### config.mk
export PLATFORM = sky130hd
export DESIGN_NAME = scs_sequencer
export DESIGN_NICKNAME = d
export VERILOG_FILES = /design/src/scs_pkg.sv /design/src/scs_sequencer.sv /design/src/scs_block_decode.sv
export SDC_FILE = /design/constraint.sdc
export NUM_CORES = 1
export LEC_CHECK = 0
export ABC_CLOCK_PERIOD_IN_PS = 5600
export BUFFER_PORTS_ARGS = -buffer_cell sky130_fd_sc_hd__buf_2
export CAP_MARGIN = 0
export CORE_ASPECT_RATIO = 0.8
export CORE_MARGIN = 2
export CORE_UTILIZATION = 60
export CTS_CLUSTER_SIZE = 30
export DETAILED_ROUTE_END_ITERATION = 7
export GPL_TIMING_DRIVEN = 1
export MAX_ROUTING_LAYER = met4
export PLACE_DENSITY = 0.81
export SLEW_MARGIN = 15
export SYNTH_ARGS = -nofsm -noshare
export SYNTH_HDL_FRONTEND = slang
export SYNTH_SLANG_ARGS = --single-unit
### constraint.sdc
create_clock -name clk -period 5.6 [get_ports clk]
set_clock_uncertainty 0.2 [all_clocks]
set_input_delay 1.4 -clock clk [delete_from_list [all_inputs] [get_ports clk]]
set_output_delay 1.4 -clock clk [all_outputs]
set_load 0.01 [all_outputs]
### src/scs_pkg.sv
// shared constants and types for the start-up and configuration sequencer
// assumes a single 10 MHz system clock and a synchronous active-high reset
`default_nettype none

package scs_pkg;

    // clock and timing
    localparam int CLK_HZ       = 10_000_000;
    localparam int LOCK_TYP_US  = 200;
    localparam int LOCK_MAX_MS  = 10;
    localparam int LOCK_MAX_CYC = LOCK_MAX_MS * (CLK_HZ / 1000);

    // strap capture settle count after reset release
    localparam logic [2:0] STRAP_SETTLE = 3'h4;

    // profile selection codes with special meaning
    localparam logic [3:0] SEL_DIRECT_MAX = 4'h3;
    localparam logic [3:0] SEL_DEFAULT    = 4'h4;
    localparam logic [3:0] SEL_ADDR_FIELD = 4'h7;

    // register block bases
    localparam logic [15:0] BASE_GLOBAL = 16'h0000;
    localparam logic [15:0] BASE_INT    = 16'h0020;
    localparam logic [15:0] BASE_INT_END = 16'h0030;
    localparam logic [15:0] BASE_LOSMON = 16'h0050;
    localparam logic [15:0] BASE_LOS_END = 16'h0060;
    localparam logic [15:0] BASE_MISC   = 16'h00a0;
    localparam logic [15:0] BASE_MISC_END = 16'h00e0;
    localparam logic [15:0] BASE_SYSDIV = 16'h00f0;
    localparam logic [15:0] BASE_SYSDIV_END = 16'h00f4;
    localparam logic [15:0] BASE_OUT    = 16'h0100;
    localparam logic [15:0] BASE_REF    = 16'h0120;
    localparam logic [15:0] BASE_REF_END = 16'h0124;
    localparam logic [15:0] BASE_GPIO   = 16'h0130;
    localparam logic [15:0] BASE_SSI    = 16'h0140;
    localparam logic [15:0] BASE_APLL   = 16'h0150;
    localparam logic [15:0] BASE_INP    = 16'h0190;
    localparam logic [15:0] BASE_INP_END = 16'h01d0;

    // clock output blocks repeat every stride
    localparam logic [15:0] OUT_STRIDE   = 16'h0008;
    localparam int          OUT_IDX_LSB  = 3;

    typedef enum logic [3:0] {
        BLK_NONE   = 4'h0,
        BLK_GLOBAL = 4'h1,
        BLK_INT    = 4'h2,
        BLK_LOSMON = 4'h3,
        BLK_MISC   = 4'h4,
        BLK_SYSDIV = 4'h5,
        BLK_OUT    = 4'h6,
        BLK_REF    = 4'h7,
        BLK_GPIO   = 4'h8,
        BLK_SSI    = 4'h9,
        BLK_APLL   = 4'ha,
        BLK_INP    = 4'hb
    } scs_block_t;

    // pin levels latched at reset release
    typedef struct packed {
        logic status;
        logic oe;
        logic data_in;
        logic serial_out;
        logic select_n;
    } scs_strap_t;

    // selected configuration index and low target address bits
    typedef struct packed {
        logic [1:0] cfg_idx;
        logic [1:0] addr_lo;
    } scs_profile_t;

endpackage

`default_nettype wire

### src/scs_sequencer.sv
// start-up sequencer: strap capture, profile select, calibration,
// divider sync, lock wait, monitor enable and driver release
// assumes analog calibration/lock inputs and pins are asynchronous
`default_nettype none

module scs_sequencer
    import scs_pkg::*;
#(
    parameter int LOCK_LIMIT = LOCK_MAX_CYC,
    parameter int N_OUT      = 4
)
(
    // clock and reset
    input  wire logic             clk,
    input  wire logic             sys_rst,
    // strap pins, asynchronous
    input  wire logic             status_pin_in,
    input  wire logic             oe_pin_in,
    input  wire logic             data_in_pin,
    input  wire logic             serial_out_pin_in,
    input  wire logic             select_n_pin,
    input  wire logic             serial_clk_pin,
    // strap-capable pin drivers
    input  wire logic             otp_load_done,
    input  wire logic             status_drive_val,
    input  wire logic             serial_out_drive_val,
    output var  logic             status_pin_out,
    output var  logic             status_pin_oe,
    output var  logic             serial_out_pin_out,
    output var  logic             serial_out_pin_oe,
    // configuration
    input  wire logic [3:0]       config_sel,
    input  wire logic [1:0]       i2c_addr_lo,
    input  wire logic             synth_mode,
    input  wire logic             fb_sync_en,
    input  wire logic [N_OUT-1:0] out_en_mask,
    // commands, one-cycle pulses
    input  wire logic             divider_sync_cmd,
    input  wire logic             pll_restart_cmd,
    // analog handshake, asynchronous
    input  wire logic             vco_cal_done,
    input  wire logic             pll_lock,
    output var  logic             vco_cal_req,
    output var  logic             vco_gate,
    output var  logic             out_div_rst,
    output var  logic             fb_div_rst,
    output var  logic             ref_mon_en,
    output var  logic [N_OUT-1:0] out_drv_en,
    // status
    output var  scs_strap_t       strap_levels,
    output var  scs_profile_t     profile,
    output var  logic             startup_done,
    output var  logic             lock_late,
    // register address decode
    input  wire logic [15:0]      reg_addr,
    output var  scs_block_t       reg_blk,
    output var  logic [1:0]       reg_out_idx,
    output var  logic [7:0]       reg_offset
);

    localparam int NSYNC = 8;
    localparam int CW    = $clog2(LOCK_LIMIT + 1);

    typedef enum logic [9:0] {
        ST_RESET   = 10'h001,
        ST_STRAP   = 10'h002,
        ST_CAL     = 10'h004,
        ST_GATE    = 10'h008,
        ST_RELEASE = 10'h010,
        ST_UNGATE  = 10'h020,
        ST_LOCK    = 10'h040,
        ST_MON     = 10'h080,
        ST_DRV     = 10'h100,
        ST_DONE    = 10'h200
    } scs_state_t;

    scs_state_t       state;
    scs_state_t       next_state;
    logic [NSYNC-1:0] sync1;
    logic [NSYNC-1:0] sync2;
    logic [NSYNC-1:0] sync3;
    logic [NSYNC-1:0] filt;
    logic [2:0]       strap_cnt;
    logic             sclk_latched;
    logic [CW-1:0]    lock_cnt;
    logic             first_pass;
    scs_strap_t       strap_f;
    logic             cal_done_f;
    logic             lock_f;
    scs_profile_t     next_profile;
    scs_block_t       dec_blk;
    logic [1:0]       dec_idx;
    logic [7:0]       dec_off;

    function automatic scs_profile_t select_profile(
        input logic [3:0] sel,
        input scs_strap_t s,
        input logic       sclk,
        input logic [1:0] ia
    );
        scs_profile_t p;
        p = '0;
        if (sel <= SEL_DIRECT_MAX)
            p = {sel[1:0], ia};
        else
        begin
            case (sel)
                SEL_DEFAULT:    p = {s.oe, s.status, s.select_n, s.serial_out};
                4'h5:           p = {s.serial_out, s.status, s.select_n, s.oe};
                4'h6:           p = {s.serial_out, s.oe, s.select_n, s.status};
                SEL_ADDR_FIELD: p = {s.data_in, sclk, ia};
                4'h8:           p = {s.select_n, s.status, s.serial_out, s.oe};
                4'h9:           p = {s.select_n, s.oe, s.serial_out, s.status};
                4'ha:           p = {s.select_n, s.serial_out, s.oe, s.status};
                4'hb:           p = {s.select_n, s.data_in, s.serial_out, s.status};
                4'hc:           p = {s.select_n, sclk, s.oe, s.data_in};
                4'hd:           p = {s.select_n, s.data_in, s.oe, sclk};
                4'he:           p = {s.data_in, s.status, s.oe, s.select_n};
                default:        p = {s.data_in, s.serial_out, s.oe, s.status};
            endcase
        end
        return p;
    endfunction

    // three-stage input synchronisers with agreement filter
    always_ff @(posedge clk)
    begin
        if (sys_rst)
        begin
            sync1 <= '0;
            sync2 <= '0;
            sync3 <= '0;
            filt  <= '0;
        end
        else
        begin
            sync1 <= {pll_lock, vco_cal_done, serial_clk_pin, status_pin_in, oe_pin_in,
                      data_in_pin, serial_out_pin_in, select_n_pin};
            sync2 <= sync1;
            sync3 <= sync2;
            filt  <= (filt & ~(sync2 ^ sync3)) | (sync3 & ~(sync2 ^ sync3));
        end
    end

    assign strap_f    = filt[4:0];
    assign lock_f     = filt[7];
    assign cal_done_f = filt[6];

    // sequencing
    always_comb
    begin
        next_state = state;
        case (state)
            ST_RESET:   next_state = ST_STRAP;
            ST_STRAP:   if (strap_cnt == STRAP_SETTLE) next_state = ST_CAL;
            ST_CAL:     if (cal_done_f) next_state = ST_GATE;
            ST_GATE:    next_state = ST_RELEASE;
            ST_RELEASE: next_state = ST_UNGATE;
            ST_UNGATE:  next_state = ST_LOCK;
            // a stale lock must flush out of the synchronisers first
            ST_LOCK:    if (lock_f && strap_cnt == STRAP_SETTLE) next_state = ST_MON;
            ST_MON:     next_state = ST_DRV;
            ST_DRV:     next_state = ST_DONE;
            default:    next_state = state;
        endcase
        // restart commands once straps are taken
        if (state != ST_RESET && state != ST_STRAP)
        begin
            if (pll_restart_cmd)
                next_state = ST_CAL;
            else if (divider_sync_cmd)
                next_state = ST_GATE;
        end
    end

    always_ff @(posedge clk)
    begin
        if (sys_rst)
            state <= ST_RESET;
        else
            state <= next_state;
    end

    // strap capture after synchronisers settle
    always_ff @(posedge clk)
    begin
        if (sys_rst)
        begin
            strap_cnt    <= 3'h0;
            strap_levels <= '0;
            sclk_latched <= 1'b0;
        end
        else
        begin
            // restarts on each state change, also times the lock settle
            if (next_state != state)
                strap_cnt <= 3'h0;
            else if (strap_cnt != STRAP_SETTLE)
                strap_cnt <= strap_cnt + 3'h1;
            if (state == ST_STRAP && strap_cnt == STRAP_SETTLE)
            begin
                strap_levels <= strap_f;
                sclk_latched <= filt[5];
            end
        end
    end

    assign next_profile = select_profile(config_sel, strap_levels, sclk_latched,
                                         i2c_addr_lo);

    always_ff @(posedge clk)
    begin
        if (sys_rst)
            profile <= '0;
        else
            profile <= next_profile;
    end

    // analog and divider controls follow the next state
    always_ff @(posedge clk)
    begin
        if (sys_rst)
        begin
            vco_cal_req <= 1'b0;
            vco_gate    <= 1'b0;
            out_div_rst <= 1'b1;
            fb_div_rst  <= 1'b1;
            first_pass  <= 1'b1;
        end
        else
        begin
            vco_cal_req <= (next_state == ST_CAL);
            // gate, release, ungate so output dividers start together; feedback divider too on first pass or with fb_sync_en
            vco_gate <= (next_state == ST_GATE) || (next_state == ST_RELEASE);
            if (next_state == ST_GATE)
            begin
                out_div_rst <= 1'b1;
                fb_div_rst  <= fb_sync_en || first_pass;
            end
            else if (next_state == ST_RELEASE)
            begin
                out_div_rst <= 1'b0;
                fb_div_rst  <= 1'b0;
            end
            if (next_state == ST_DONE)
                first_pass <= 1'b0;
        end
    end

    // monitors, drivers and completion
    always_ff @(posedge clk)
    begin
        if (sys_rst)
        begin
            ref_mon_en   <= 1'b0;
            out_drv_en   <= '0;
            startup_done <= 1'b0;
        end
        else
        begin
            ref_mon_en   <= (next_state == ST_MON) || (next_state == ST_DRV) ||
                            (next_state == ST_DONE);
            startup_done <= (next_state == ST_DONE);
            if ((next_state == ST_DRV || next_state == ST_DONE) && synth_mode)
                out_drv_en <= out_en_mask;
            else
                out_drv_en <= '0;
        end
    end

    // start-up time watchdog
    always_ff @(posedge clk)
    begin
        if (sys_rst)
        begin
            lock_cnt  <= '0;
            lock_late <= 1'b0;
        end
        else if (first_pass && state != ST_DONE)
        begin
            if (lock_cnt == CW'(LOCK_LIMIT))
                lock_late <= 1'b1;
            else
                lock_cnt <= lock_cnt + CW'(1);
        end
    end

    // strap-capable pins stay undriven until configuration load
    always_ff @(posedge clk)
    begin
        if (sys_rst)
        begin
            status_pin_oe      <= 1'b0;
            serial_out_pin_oe  <= 1'b0;
            status_pin_out     <= 1'b0;
            serial_out_pin_out <= 1'b0;
        end
        else
        begin
            status_pin_oe      <= otp_load_done;
            serial_out_pin_oe  <= otp_load_done;
            status_pin_out     <= status_drive_val;
            serial_out_pin_out <= serial_out_drive_val;
        end
    end

    scs_block_decode u_decode (
        .addr    (reg_addr),
        .blk     (dec_blk),
        .out_idx (dec_idx),
        .offset  (dec_off)
    );

    always_ff @(posedge clk)
    begin
        if (sys_rst)
        begin
            reg_blk     <= BLK_NONE;
            reg_out_idx <= 2'h0;
            reg_offset  <= 8'h00;
        end
        else
        begin
            reg_blk     <= dec_blk;
            reg_out_idx <= dec_idx;
            reg_offset  <= dec_off;
        end
    end
endmodule

`default_nettype wire

### src/scs_block_decode.sv
// register address decoder placing function blocks at fixed bases
// assumes a 16-bit register address from the serial port; purely combinational
`default_nettype none

module scs_block_decode
    import scs_pkg::*;
(
    // address in
    input  wire logic [15:0] addr,
    // decoded block
    output var  scs_block_t  blk,
    output var  logic [1:0]  out_idx,
    output var  logic [7:0]  offset
);

    function automatic logic [7:0] rel(input logic [15:0] a, input logic [15:0] b);
        logic [15:0] d;
        d = a - b;
        return d[7:0];
    endfunction

    always_comb
    begin
        blk     = BLK_NONE;
        out_idx = 2'h0;
        offset  = 8'h00;
        if (addr < BASE_INT)
        begin
            blk    = BLK_GLOBAL;
            offset = rel(addr, BASE_GLOBAL);
        end
        else if (addr < BASE_INT_END)
        begin
            blk    = BLK_INT;
            offset = rel(addr, BASE_INT);
        end
        else if (addr >= BASE_LOSMON && addr < BASE_LOS_END)
        begin
            blk    = BLK_LOSMON;
            offset = rel(addr, BASE_LOSMON);
        end
        else if (addr >= BASE_MISC && addr < BASE_MISC_END)
        begin
            blk    = BLK_MISC;
            offset = rel(addr, BASE_MISC);
        end
        else if (addr >= BASE_SYSDIV && addr < BASE_SYSDIV_END)
        begin
            blk    = BLK_SYSDIV;
            offset = rel(addr, BASE_SYSDIV);
        end
        else if (addr >= BASE_OUT && addr < BASE_REF)
        begin
            // four identical layouts, one per output
            blk     = BLK_OUT;
            out_idx = addr[OUT_IDX_LSB+1:OUT_IDX_LSB];
            offset  = rel(addr, BASE_OUT) & (OUT_STRIDE[7:0] - 8'h01);
        end
        else if (addr >= BASE_REF && addr < BASE_REF_END)
        begin
            blk    = BLK_REF;
            offset = rel(addr, BASE_REF);
        end
        else if (addr >= BASE_GPIO && addr < BASE_SSI)
        begin
            blk    = BLK_GPIO;
            offset = rel(addr, BASE_GPIO);
        end
        else if (addr >= BASE_SSI && addr < BASE_APLL)
        begin
            blk    = BLK_SSI;
            offset = rel(addr, BASE_SSI);
        end
        else if (addr >= BASE_APLL && addr < BASE_INP)
        begin
            blk    = BLK_APLL;
            offset = rel(addr, BASE_APLL);
        end
        else if (addr >= BASE_INP && addr < BASE_INP_END)
        begin
            blk    = BLK_INP;
            offset = rel(addr, BASE_INP);
        end
    end

endmodule

`default_nettype wire

==> impl_metrics.ini <==
[status]
status = complete, no violations

[cts]
cts_hold_buf = 0
tritoncts = done
post_cts_resize_count = 0
clkTransAtPathRegs_ns = 0.08
clock_sinks = 101
post-cts-setup-buffers = 0
cts_root_buf = clkbuf_16
numCtsBuffers = 9
clockBufferDepth = 2
ctsHtreeMaxLevel = 3
insertion_delay_ns = 0.34

[detailed_routing]
ant_nets = 0
drc = 0
wl_per_cell_um = 16.62
routed_wl_um = 13810
num_vias = 5019
drt_pre_antenna_iters = 5
vias_per_cell = 6.040
drt-initial-drc-count = 448

[cells_and_area]
seqCellArea_mm2 = 0.002022
layout_common_cells = dfxtp_1 (101), nor2_1 (81), buf_2 (80)
fillers = 734
fin_cells = 831
final_common_cell = dfxtp_1
final_layout_size_suffix_gt1_share_pct = 16.62
final_nets = 780
diodes = 0
area_growth_pct = 12.40
multi_input_area_mm2 = 0.003137
fin_util_pct = 68.64

[timing]
relSlewSlack_pct = 42.99
max_freq_mhz = 258.4
worstMarginPinSlew_ns = 0.8473
finalHoldViolCount = 0
finalSetupTns_ns = 0
slew_viol_final = 0
rsz0062_at_grt = no
finalCriticalPeriod_ns = 3.870
fin_crit_sh_pct = 69.11
setup_viol = 0

[power_and_ir_drop]
ir_drop_mv = 0.2627
power_leakage_uw = 0.002644
power.density_mw_per_mm2 = 315.8

[floorplan]
core_mm2 = 0.008921
die_y_um = 89.23
dieArea_mm2 = 0.009862
fp.dieW_um = 110.5
rows = 31
pin_count = 81
initial_utilization_pct = 61.07

[synth]
ys_seq_elements = 101
syn_nets = 723
synth_cell_types = 79
synth-main-ff-cell = dfxtp_1
synth_edf_count = 0
syn-mean-instance-area_um2 = 8.330
synth_area_mm2 = 0.005448
async_flop_share_pct = 0
ys_seq_area_share_pct = 37.12
yosys_warnings = 0
syn_inst = 654

[worst_setup_path]
required_ns = 5.68
cp_max_fo = 14
cp-start-kind = input port
cp-end-kind = flip-flop
rrSetupSlack_ns = 2.50
crit_type = input port to flip-flop
crit_arrival_ns = 3.95

[hold_path]
hold_path_class = flip-flop to flip-flop

[global_routing]
grt_pass1_wl_um = 22010
grt.overflow.total = 0
first_global_vias = 4495
grt_max_degree = 78
grtUsageTotal_pct = 28.46
antenna_found_initial = 0

[placed_design]
place.port_buffers = 80
place.gp.congestion = 0.9688
placed_cells = 815
post-dp-hpwl_um = 10070

[run]
cap_violations = 0
[final timing paths]
path,startpoint,endpoint,cells after the start
max,reg_addr[5],reg_offset[6],11
min,sync1[7],sync2[7],1
max reg2reg,state[4],ref_mon_en,8
min reg2reg,sync1[7],sync2[7],1
[metrics by stage]
| step | hold WS (ns) | setup slack, ns | instance area [um2] | total power, uW |
|---|---|---|---|---|
| floorplan | 0.2138 | 1.795 | 5448 | 1205 |
| global placement | 0.2166 | 1.420 | 5823 | 1321 |
| detailed placement | 0.2299 | 1.432 | 5823 | 1324 |
| CTS | 0.2446 | 1.792 | 6123 | 1933 |
| global route | 0.2538 | 1.542 | 6123 | 2024 |
| finish | 0.2385 | 1.730 | 6123 | 1934 |
[kinds of logic after synthesis]
group	count (synthesis)	share of synthesized area (%)
and+or+nand+nor	291	28.76
muxes	13	2.412
adders and majority gates	27	6.155
DFF	101	37.12
AOI/OAI and AO/OA	130	15.92
xor gates and xnor gates	27	4.341
buffers and inverters	65	5.305
[final cells by class]
cell class | count | area share [%]
Clock buffer | 9 | 3.678
Clock inverter | 7 | 1.226
Inverter | 30 | 1.839
Multi-Input combinational cell | 488 | 51.23
Sequential cell | 101 | 33.02
Tap cell | 115 | 2.350
Timing Repair Buffer | 81 | 6.661
[power breakdown]
part / leakage [uW] / switching, uW / internal, uW
clock network: 0.000145 / 299 / 317
logic: 0.00168 / 321 / 195
registers: 0.000821 / 48.6 / 752
[metal layers]
layer / up-vias / part of all wire [%] / global-route usage (%) / wire length (um)
li1: 2417 / - / - / -
met1: 2335 / 44 / 37.80 / 6068
met2: 234 / 46 / 45.01 / 6342
met3: 33 / 8.2 / 5.017 / 1131
met4: 0 / 1.9 / 8.750 / 267
met5: - / 0 / - / 0
[worst max-delay path: stages]
cell and delay (ns):
buf_2 0.19, inv_1 0.27, ha_1 0.34, nor2b_1 0.09
a31o_2 0.25, o211a_1 0.31, or3_1 0.43, a21oi_1 0.18
o21ai_0 0.10, a22o_1 0.24, a21oi_1 0.14
[synthesized netlist by cell type (all sizes together) (3+ instances only)]
library cell    n  area, um2
o21a            3      22.52
nand4          12      75.07
and3           13      81.33
a211oi          4      30.03
ha             26      325.3
a221o           3      30.03
mux2i          12      120.1
nor4b           3      38.79
nand3b          3      22.52
or3             5      31.28
a311oi          4      35.03
a21boi          3      22.52
a21oi          43      226.5
buf            12      80.07
nor2b          34      212.7
nor4           12      108.9
o21ai          26      133.9
nand4b          5      43.79
xor2           13      113.9
o211ai          4      30.03
nand2          48      187.7
inv            29      108.9
nand3          24      125.1
a32o            4      40.04
or4             3      30.03
clkbuf         23      96.34
dfxtp         101       2022
o211a           3      30.03
xnor2          14      122.6
o22ai           3      18.77
nor3b           5      37.54
and2            6      40.04
nor2           81      304.0
nor3           22      110.1
a31oi           8      50.05
and2b           3      23.77
nand2b          5      31.28
[flip-flops by register name, summed over array words and instances (netlist names), 3 cells and up]
signal,cells
lock_cnt,17
sync2,8
sync3,8
out_drv_en,4
profile,4
strap_levels,5
state,10
sync1,8
reg_offset,8
filt,8
strap_cnt,3
reg_blk,4
Power figures use the tool's default switching activity.
